`config.mk`:
```
export PLATFORM = sky130hd
export DESIGN_NAME = oag_top
export DESIGN_NICKNAME = d
export VERILOG_FILES = /design/src/oag_pkg.sv /design/src/oag_top.sv
export SDC_FILE = /design/constraint.sdc
export NUM_CORES = 1
export LEC_CHECK = 0
export BUFFER_PORTS_ARGS = -buffer_cell sky130_fd_sc_hd__buf_4
export CAP_MARGIN = 20
export CORE_ASPECT_RATIO = 1.75
export CORE_UTILIZATION = 46
export CTS_BUF_LIST = sky130_fd_sc_hd__clkbuf_8
export DETAILED_ROUTE_END_ITERATION = 8
export PLACE_DENSITY_LB_ADDON = 0.05
export SYNTH_ARGS = -nofsm -noshare
export SYNTH_HDL_FRONTEND = slang
export SYNTH_SLANG_ARGS = --single-unit
```
`constraint.sdc`:
```
create_clock -name clk_i -period 1.85 [get_ports clk_i]
set_input_delay 0.37 -clock clk_i [delete_from_list [all_inputs] [get_ports clk_i]]
set_output_delay 0.37 -clock clk_i [all_outputs]
set_load 0.005 [all_outputs]
```
`src/oag_pkg.sv`:
```
// Shared types and constants of the operand address generator
package oag_pkg;
	localparam int DW = 8;
	localparam int AW = 16;
	localparam logic [7:0] ZERO8 = 8'h00;
	localparam logic [7:0] ONE8 = 8'h01;
	localparam logic [15:0] ONE16 = 16'h0001;

	// Operand addressing modes requested by the instruction decoder
	typedef enum logic [4:0] {
		M_REG_A, M_REG_X, M_REG_Y, M_REG_C, M_REG_PSW,
		M_IMM, M_DP, M_ABS,
		M_DPX0, M_DPX, M_DPXINC, M_DPY, M_ABSY,
		M_DPIND, M_DPXIND, M_DPYIND, M_ABSIND
	} oag_mode_e;

	// Sequencer states: pointer fetch needs two memory reads
	typedef enum logic [1:0] {
		S_IDLE, S_PTR_LO, S_PTR_HI
	} oag_state_e;
endpackage

```
`src/oag_top.sv`:
```
// Operand address generator: forms operand value, data address or jump target
`timescale 1ns/100ps
module oag_top (
	input wire logic clk_i,
	input wire logic reset_n_i,
	input wire logic req_i,
	input wire oag_pkg::oag_mode_e mode_i,
	input wire logic [7:0] op_lo_i,
	input wire logic [7:0] op_hi_i,
	input wire logic [7:0] acc_i,
	input wire logic [7:0] x_i,
	input wire logic [7:0] y_i,
	input wire logic carry_i,
	input wire logic [7:0] psw_i,
	input wire logic page_sel_i,
	input wire logic [7:0] ram_page_i,
	input wire logic mem_rvalid_i,
	input wire logic [7:0] mem_rdata_i,
	output logic busy_o,
	output logic done_o,
	output logic [15:0] addr_o,
	output logic [7:0] val_o,
	output logic mem_o,
	output logic prog_o,
	output logic mem_rd_o,
	output logic [15:0] mem_raddr_o,
	output logic x_wr_o,
	output logic [7:0] x_next_o
);

	typedef struct packed {
		oag_pkg::oag_state_e st;
		oag_pkg::oag_mode_e mode;
		logic gsel;
		logic [7:0] page;
		logic [7:0] yi;
		logic [7:0] plo;
		logic [15:0] addr;
		logic [15:0] raddr;
		logic [7:0] val;
		logic busy;
		logic done;
		logic mem;
		logic prog;
		logic rd;
		logic xwr;
		logic [7:0] xnx;
	} oag_regs_s;

	oag_regs_s s_ff;
	oag_regs_s nxt_s;

	// Direct-page address: page register on top only when the page flag is set
	function automatic logic [15:0] dpa(input logic g, input logic [7:0] pg, input logic [7:0] off);
		dpa = g ? {pg, off} : {oag_pkg::ZERO8, off};
	endfunction

	// Next-state logic; requests are taken only in idle, so pointer fetches hold them off
	always_comb begin
		nxt_s = s_ff;
		nxt_s.done = 1'b0;
		nxt_s.rd = 1'b0;
		nxt_s.xwr = 1'b0;
		case (s_ff.st)
			oag_pkg::S_IDLE: begin
				if (req_i) begin
					nxt_s.mode = mode_i;
					nxt_s.gsel = page_sel_i;
					nxt_s.page = ram_page_i;
					nxt_s.yi = y_i;
					nxt_s.mem = 1'b1;
					nxt_s.prog = 1'b0;
					nxt_s.val = oag_pkg::ZERO8;
					nxt_s.done = 1'b1;
					case (mode_i)
						oag_pkg::M_REG_A: begin
							nxt_s.mem = 1'b0;
							nxt_s.val = acc_i;
						end
						oag_pkg::M_REG_X: begin
							nxt_s.mem = 1'b0;
							nxt_s.val = x_i;
						end
						oag_pkg::M_REG_Y: begin
							nxt_s.mem = 1'b0;
							nxt_s.val = y_i;
						end
						oag_pkg::M_REG_C: begin
							nxt_s.mem = 1'b0;
							nxt_s.val = 8'(carry_i);
						end
						oag_pkg::M_REG_PSW: begin
							nxt_s.mem = 1'b0;
							nxt_s.val = psw_i;
						end
						oag_pkg::M_IMM: begin
							nxt_s.mem = 1'b0;
							nxt_s.val = op_lo_i;
						end
						oag_pkg::M_DP: nxt_s.addr = dpa(page_sel_i, ram_page_i, op_lo_i);
						// Absolute never looks at the page flag, so the address is the full 16-bit operand
						oag_pkg::M_ABS: nxt_s.addr = {op_hi_i, op_lo_i};
						oag_pkg::M_DPX0: nxt_s.addr = dpa(page_sel_i, ram_page_i, x_i);
						oag_pkg::M_DPX: nxt_s.addr = dpa(page_sel_i, ram_page_i, 8'(op_lo_i + x_i));
						oag_pkg::M_DPXINC: begin
							nxt_s.addr = dpa(page_sel_i, ram_page_i, x_i);
							nxt_s.xwr = 1'b1;
							nxt_s.xnx = 8'(x_i + oag_pkg::ONE8);
						end
						oag_pkg::M_DPY: nxt_s.addr = dpa(page_sel_i, ram_page_i, 8'(op_lo_i + y_i));
						oag_pkg::M_ABSY: nxt_s.addr = 16'({op_hi_i, op_lo_i} + {oag_pkg::ZERO8, y_i});
						oag_pkg::M_DPIND, oag_pkg::M_DPYIND: begin
							nxt_s.done = 1'b0;
							nxt_s.busy = 1'b1;
							nxt_s.rd = 1'b1;
							nxt_s.raddr = dpa(page_sel_i, ram_page_i, op_lo_i);
							nxt_s.st = oag_pkg::S_PTR_LO;
						end
						oag_pkg::M_DPXIND: begin
							nxt_s.done = 1'b0;
							nxt_s.busy = 1'b1;
							nxt_s.rd = 1'b1;
							nxt_s.raddr = dpa(page_sel_i, ram_page_i, 8'(op_lo_i + x_i));
							nxt_s.st = oag_pkg::S_PTR_LO;
						end
						oag_pkg::M_ABSIND: begin
							nxt_s.done = 1'b0;
							nxt_s.busy = 1'b1;
							nxt_s.rd = 1'b1;
							nxt_s.raddr = {op_hi_i, op_lo_i};
							nxt_s.st = oag_pkg::S_PTR_LO;
						end
						// Unknown code: the previous result stays as it was and nothing is raised
						default: begin
							nxt_s.mode = s_ff.mode;
							nxt_s.gsel = s_ff.gsel;
							nxt_s.page = s_ff.page;
							nxt_s.yi = s_ff.yi;
							nxt_s.mem = s_ff.mem;
							nxt_s.prog = s_ff.prog;
							nxt_s.val = s_ff.val;
							nxt_s.done = 1'b0;
						end
					endcase
				end
			end
			oag_pkg::S_PTR_LO: begin
				// Low pointer byte arrived; fetch the high byte from the next location
				if (mem_rvalid_i) begin
					nxt_s.plo = mem_rdata_i;
					nxt_s.rd = 1'b1;
					nxt_s.st = oag_pkg::S_PTR_HI;
					if (s_ff.mode == oag_pkg::M_ABSIND) begin
						nxt_s.raddr = 16'(s_ff.raddr + oag_pkg::ONE16);
					end else begin
						// Pair stays inside the direct page
						nxt_s.raddr = dpa(s_ff.gsel, s_ff.page, 8'(s_ff.raddr[7:0] + oag_pkg::ONE8));
					end
				end
			end
			oag_pkg::S_PTR_HI: begin
				if (mem_rvalid_i) begin
					nxt_s.st = oag_pkg::S_IDLE;
					nxt_s.busy = 1'b0;
					nxt_s.done = 1'b1;
					nxt_s.mem = 1'b1;
					nxt_s.prog = (s_ff.mode == oag_pkg::M_DPIND) || (s_ff.mode == oag_pkg::M_ABSIND);
					if (s_ff.mode == oag_pkg::M_DPYIND) begin
						nxt_s.addr = 16'({mem_rdata_i, s_ff.plo} + {oag_pkg::ZERO8, s_ff.yi});
					end else begin
						nxt_s.addr = {mem_rdata_i, s_ff.plo};
					end
				end
			end
			default: nxt_s.st = oag_pkg::S_IDLE;
		endcase
	end

	// State register
	always_ff @(posedge clk_i or negedge reset_n_i) begin
		if (!reset_n_i) begin
			s_ff <= '0;
		end else begin
			s_ff <= nxt_s;
		end
	end

	// Every output is a field of the state register
	assign busy_o = s_ff.busy;
	assign done_o = s_ff.done;
	assign addr_o = s_ff.addr;
	assign val_o = s_ff.val;
	assign mem_o = s_ff.mem;
	assign prog_o = s_ff.prog;
	assign mem_rd_o = s_ff.rd;
	assign mem_raddr_o = s_ff.raddr;
	assign x_wr_o = s_ff.xwr;
	assign x_next_o = s_ff.xnx;

	// A request counts only while idle; one that arrives during a fetch is dropped
	logic idle_req;
	assign idle_req = req_i && !busy_o;
endmodule

```
Yosys cells after proc, flatten, opt, wreduce, memory -nomap -nowiden
Cells that the tools add are included.
Cells by class
  bitwise operators: 0
  multipliers: 0
  shift-type cells: 0
  reduce and logical (&&, ||, !) cells: 23
  $add $sub $neg: 7
  order comparisons: 0
  div/mod/pow operators: 0
  muxes and demuxes: 32
  equal/unequal tests: 29
Operators by type and width (count)
  16-bit 2-to-1 mux: 9
  16-bit one-hot mux with 6 select lines: 1
  16-bit one-hot mux with 2 select lines: 2
  8-bit one-hot mux with 7 select lines: 1
  54-bit 2-to-1 mux: 1
  5-bit by 4-bit equality test with 1-bit output (second input constant): 10
  16-bit one-hot mux with 3 select lines: 1
  16-bit by 8-bit adder with 16-bit output: 2
  24-bit 2-to-1 mux: 1
  4-bit AND reduction: 6
  22-bit 2-to-1 mux: 1
  5-bit by 3-bit equality test with 1-bit output (second input constant): 4
  9-bit 2-to-1 mux: 2
  17-bit OR reduction: 1
  16-bit by 1-bit adder with 16-bit output (second input constant): 1
  8-bit by 1-bit adder with 8-bit output (second input constant): 2
  8-bit adder: 2
  13-bit OR reduction: 1
  11-bit OR reduction: 1
  5-bit by 2-bit equality test with 1-bit output (second input constant): 2
  5-bit equality test (second input constant): 2
  2-bit != test (second input constant): 5
  3-bit AND reduction: 3
  4-bit one-hot mux with 2 select lines: 1
  other kinds (20): 29
Word-level totals
  bits in writable memories: 0
  register bits: 86
  output and inout bits: 54
  memories kept: 0
  bits in read-only memories: 0
  bits in latches: 0
  input bits: 75

Depth between registers and ports, before layout
  depth after elaboration: 5
  mapped depth: 10

Worst setup path after synthesis
Ideal clock, no wire load.
  path type: input-to-reg
  start: input port op_lo_i[0]
  end: register s_ff (netlist bit addr_o[10])
  data required time: 1.724 ns
  setup slack: -0.419 ns
  stages: 10
  path buffers: 0
  data arrival time: 2.143 ns
  path through: ha_1 > inv_1 > fa_1 > nor2b_1 > o2111ai_1 > a32oi_1 > mux2i_1 > o211ai_1 > a22oi_1 > a21oi_1
On the way
  longest elaborated chain between the ends: 4
Ends and longest elaborated chain
  start, declared: RTL line oag_top.sv:8  | input wire logic [7:0] op_lo_i,
  16-bit by 8-bit adder with 16-bit output: RTL line oag_top.sv:111  | oag_pkg::M_ABSY: nxt_s.addr = 16'({op_hi_i, op_lo_i} + {oag_pkg::ZERO8, y_i});
  16-bit one-hot mux with 6 select lines: RTL line oag_top.sv:75  | case (mode_i)
  54-bit 2-to-1 mux: RTL line oag_top.sv:66  | if (req_i) begin
  16-bit one-hot mux with 2 select lines: RTL line oag_top.sv:64  | case (s_ff.st)
  end signal, assigned: RTL line oag_top.sv:184  | s_ff <= nxt_s;
  end, declared: RTL line oag_top.sv:50  | oag_regs_s s_ff;
Every way passes these cells. The select of a mux whose other input is x is not followed.
A chain may end at the register's enable or synchronous reset.

Worst setup path in the final report
  start: register s_ff[62] (netlist bit)
  end: register s_ff (netlist bit addr_o[14])
On the way
  longest elaborated chain between the ends: 4
Ends and longest elaborated chain
  16-bit by 8-bit adder with 16-bit output: RTL line oag_top.sv:169  | nxt_s.addr = 16'({mem_rdata_i, s_ff.plo} + {oag_pkg::ZERO8, s_ff.yi});
  16-bit 2-to-1 mux: RTL line oag_top.sv:168  | if (s_ff.mode == oag_pkg::M_DPYIND) begin
  16-bit 2-to-1 mux: RTL line oag_top.sv:162  | if (mem_rvalid_i) begin
  16-bit one-hot mux with 2 select lines: RTL line oag_top.sv:64
Every way passes these cells. The select of a mux whose other input is x is not followed.

==> reports/metrics.yaml <==
outcome: "complete, but fails checks"
violations: "setup timing"
async_flop_share_pct: 100
ff2ff_path_depth: 10
r2r_slack_ns: -0.34
fp.dieW_um: 91.6
fmax_mhz: 457
cap_viol_max_count: 0
yosysTopAreaCellShare_pct: 33.3
syn_to_final_growth_pct: 41.6
grt_overflow_total: 0
io_pins: 129
antenna_found_initial: 0
numCtsBuffers: 9
drc: 0
critical_path.max_stage_delay_ns: 0.40
die_y_um: 159
core-area_mm2: 0.0138
antenna_cells: 0
avgRoutedWirePerCell_um: 20.1
synth_common_cells: "93 x nand2_1, 86 x dfrtp_1, 65 x o21ai_0"
timing.rr.start: "s_ff[62]$_DFFE_PN0P_"
start_util_pct: 46.7
layout_setup_ws_ns: -0.340
drt_iter0_drc: 378
synth_area_mm2: 0.00647
grt_pass1_vias: 7314
period_needed_ns: 2.19
wl_um: 24100
worstSetupStartpointType: "flip-flop"
powerDensity_mw_per_mm2: 857
grt_util_all_layers_pct: 34.2
vias: 6892
ir_drop_mv: 0.689
synth_edf_count: 0
netlist_instances: 762
grt_setup_unrepaired: "yes"
place_hpwl_um: 19700
synth_ff_type: "dfrtp_1"
path_clk_slew_ns: 0.10
final_util_pct: 66.2
placementRows: 57
cts_max_path_buffers: 2
synth.net_count: 865
design_power_total_mw: 7.85
yosysWarningCount: 0
end_kind: "flip-flop"
setup_viol: 13
htree_levels: 3
yosysSeqAreaShare_pct: 33.3
hold_slack_ns: 0.227
leakagePower_nw: 4.26
setup-tns-final_ns: -3.11
synth_cell_types: 68
avgSynthCellArea_um2: 8.49
timing.rr.end: "addr_o[14]$_DFFE_PN0P_"
min_from: "ram_page_i[7]"
hold_class: "in2reg"
cts_tree: "built"
gp_congestion: 0.940
yosys-top-cells-area: "dfrtp_1 33%, buf_4 5.8%, nand2_1 5.4%, o21ai_0 5.0%, mux2_2 4.9%"
nets: 1115
via_per_inst: 5.77
critPathKind: "reg2reg"
dp.cells: 1165
hold_viol: 0
layout.cells.non_filler: 1194
yosys.area.top_type: "dfrtp_1"
timing.final.crit_share_pct: 118
worst_pin_slew_ns: 0.509
cpMaxStageDelayCell: "o311a_1"
crit_arrival_ns: 2.46
grt_pass1_wl_um: 37900
cts_sinks: 86
crit_fanout: 4
worstSkewPairLatency_ns: 0.38
critPathRequiredTime_ns: 2.12
first_pass_iters: 5
holdPathEnd: "s_ff[77]$_DFFE_PN0P_"
skew_ns: 0.0116
whs_path_depth: 2
port_buffers: 128
synth_most_common_cell: "nand2_1"
postRouteAntennaNets: 0
relSlewSlack_pct: 65.7
slew_viol_final: 0
grt_max_degree: 36
cts-root-buf: "clkbuf_8"
drive_above_1_share_pct: 42.0
synth_seq_cells: 86
dieArea_mm2: 0.0146
path_cells: "ha_2 > inv_2 > fa_2 > nor2b_2 > o31a_1 > o311a_1 > buf_4 > nand3_2 > xor2_1 > o211ai_1"
-- critical path: cells and delay by family (launching register included) --
kind                     cells  cell delay [ns]
XOR/XNOR                     1             0.17
adder cells (fa/ha/maj)      2             0.40
AND/OR/NAND/NOR              2             0.10
flip-flops                   1             0.39
AO/OA/AOI/OAI                3             0.81
buffers and inverters        2             0.21
-- state kept, by name, indices dropped and copies added (netlist names), 8 cells and up --
name         flops
addr_o          16
mem_raddr_o     16
s_ff            32
val_o            8
x_next_o         8
-- logic make-up (layout without fill, tap and decap cells) --
family / count (synthesis) / after routing / share of synthesized area [%]
adders and majority gates: 28 / 28 / 5.77
DFF: 86 / 86 / 33.3
AOI/OAI and AO/OA: 234 / 234 / 23.2
xor gates and xnor gates: 35 / 35 / 4.74
buffers and inverters: 98 / 353 / 8.78
and+or+nand+nor: 245 / 245 / 18.1
muxes: 36 / 36 / 6.11
-- layout make-up --
cell class,instances,area [um^2]
Sequential cell,86,2150
Multi-Input combinational cell,578,4080
Tap cell,177,221
Inverter,20,75.1
Fill cell,1183,4680
Clock inverter,7,56.3
Clock buffer,9,124
Timing Repair Buffer,317,2450
-- how the worst max path moves through the flow --
stage | end | cells after the start | from
after floorplan | addr_o[10]$_DFFE_PN0P_ | 10 | op_lo_i[0]
after global placement | addr_o[10]$_DFFE_PN0P_ | 11 | op_lo_i[0]
after detailed placement | addr_o[10]$_DFFE_PN0P_ | 11 | op_lo_i[0]
after CTS | addr_o[10]$_DFFE_PN0P_ | 10 | s_ff[54]$_DFFE_PN0P_
after global routing | addr_o[13]$_DFFE_PN0P_ | 9 | s_ff[55]$_DFFE_PN0P_
final | addr_o[14]$_DFFE_PN0P_ | 10 | s_ff[62]$_DFFE_PN0P_
-- timing repair --
| action | CTS | global route |
|---|---|---|
| setup endpoints to repair | 22 | 25 |
| pin swaps | 21 | 28 |
| gates resized for setup | 28 | 33 |
| endpoints found under the hold margin | 32 | 0 |
| hold buffers | 1 | 0 |
| setup buffers | 8 | 6 |
-- metal layers --
layer / GRT usage [%] / vias to the layer above / wire, um
met5: 0 / - / 0
met4: 18.5 / 0 / 1160
met3: 3.78 / 71 / 864
met2: 64.2 / 218 / 13100
met1: 36.2 / 3362 / 8900
li1: - / 3241 / -
-- power breakdown --
part,total [mW],switching (mW),internal [mW]
registers,2.81,0.439,2.37
logic,3.74,1.69,2.05
clock network,1.30,0.795,0.505
total,7.85,2.92,4.93
-- per-stage QoR --
step                      setup slack [ns]  area, um^2
after floorplan                     -0.278        6590
after global placement              -0.571        8630
after detailed placement            -0.611        8630
after CTS                           -0.365        8990
after global routing                -0.447        9160
final                               -0.340        9160
-- cell usage in the layout (no fill, tap or decap), drive strengths merged, types with 3 or more instances in the layout --
cell type and count:
a222oi 5, fa 3, and2 5, nor3 16, nor2 46, clkbuf 9, a22oi 17, a31oi 9
or2 4, a211oi 7, a22o 4, ha 25, nor2b 10, nor4 6, nand2b 7, and3 6
nand2 93, buf 316, a21oi 62, a221oi 8, o31a 3, or3 5, o211ai 7, nand3 28
nand3b 5, o31ai 3, o21ai 67, o21a 8, nand4 8, dfrtp 86, xor2 12, mux2 28
mux2i 8, o221ai 5, a21o 5, xnor2 23, inv 24
Note: power is estimated with default switching activity, not from simulation.
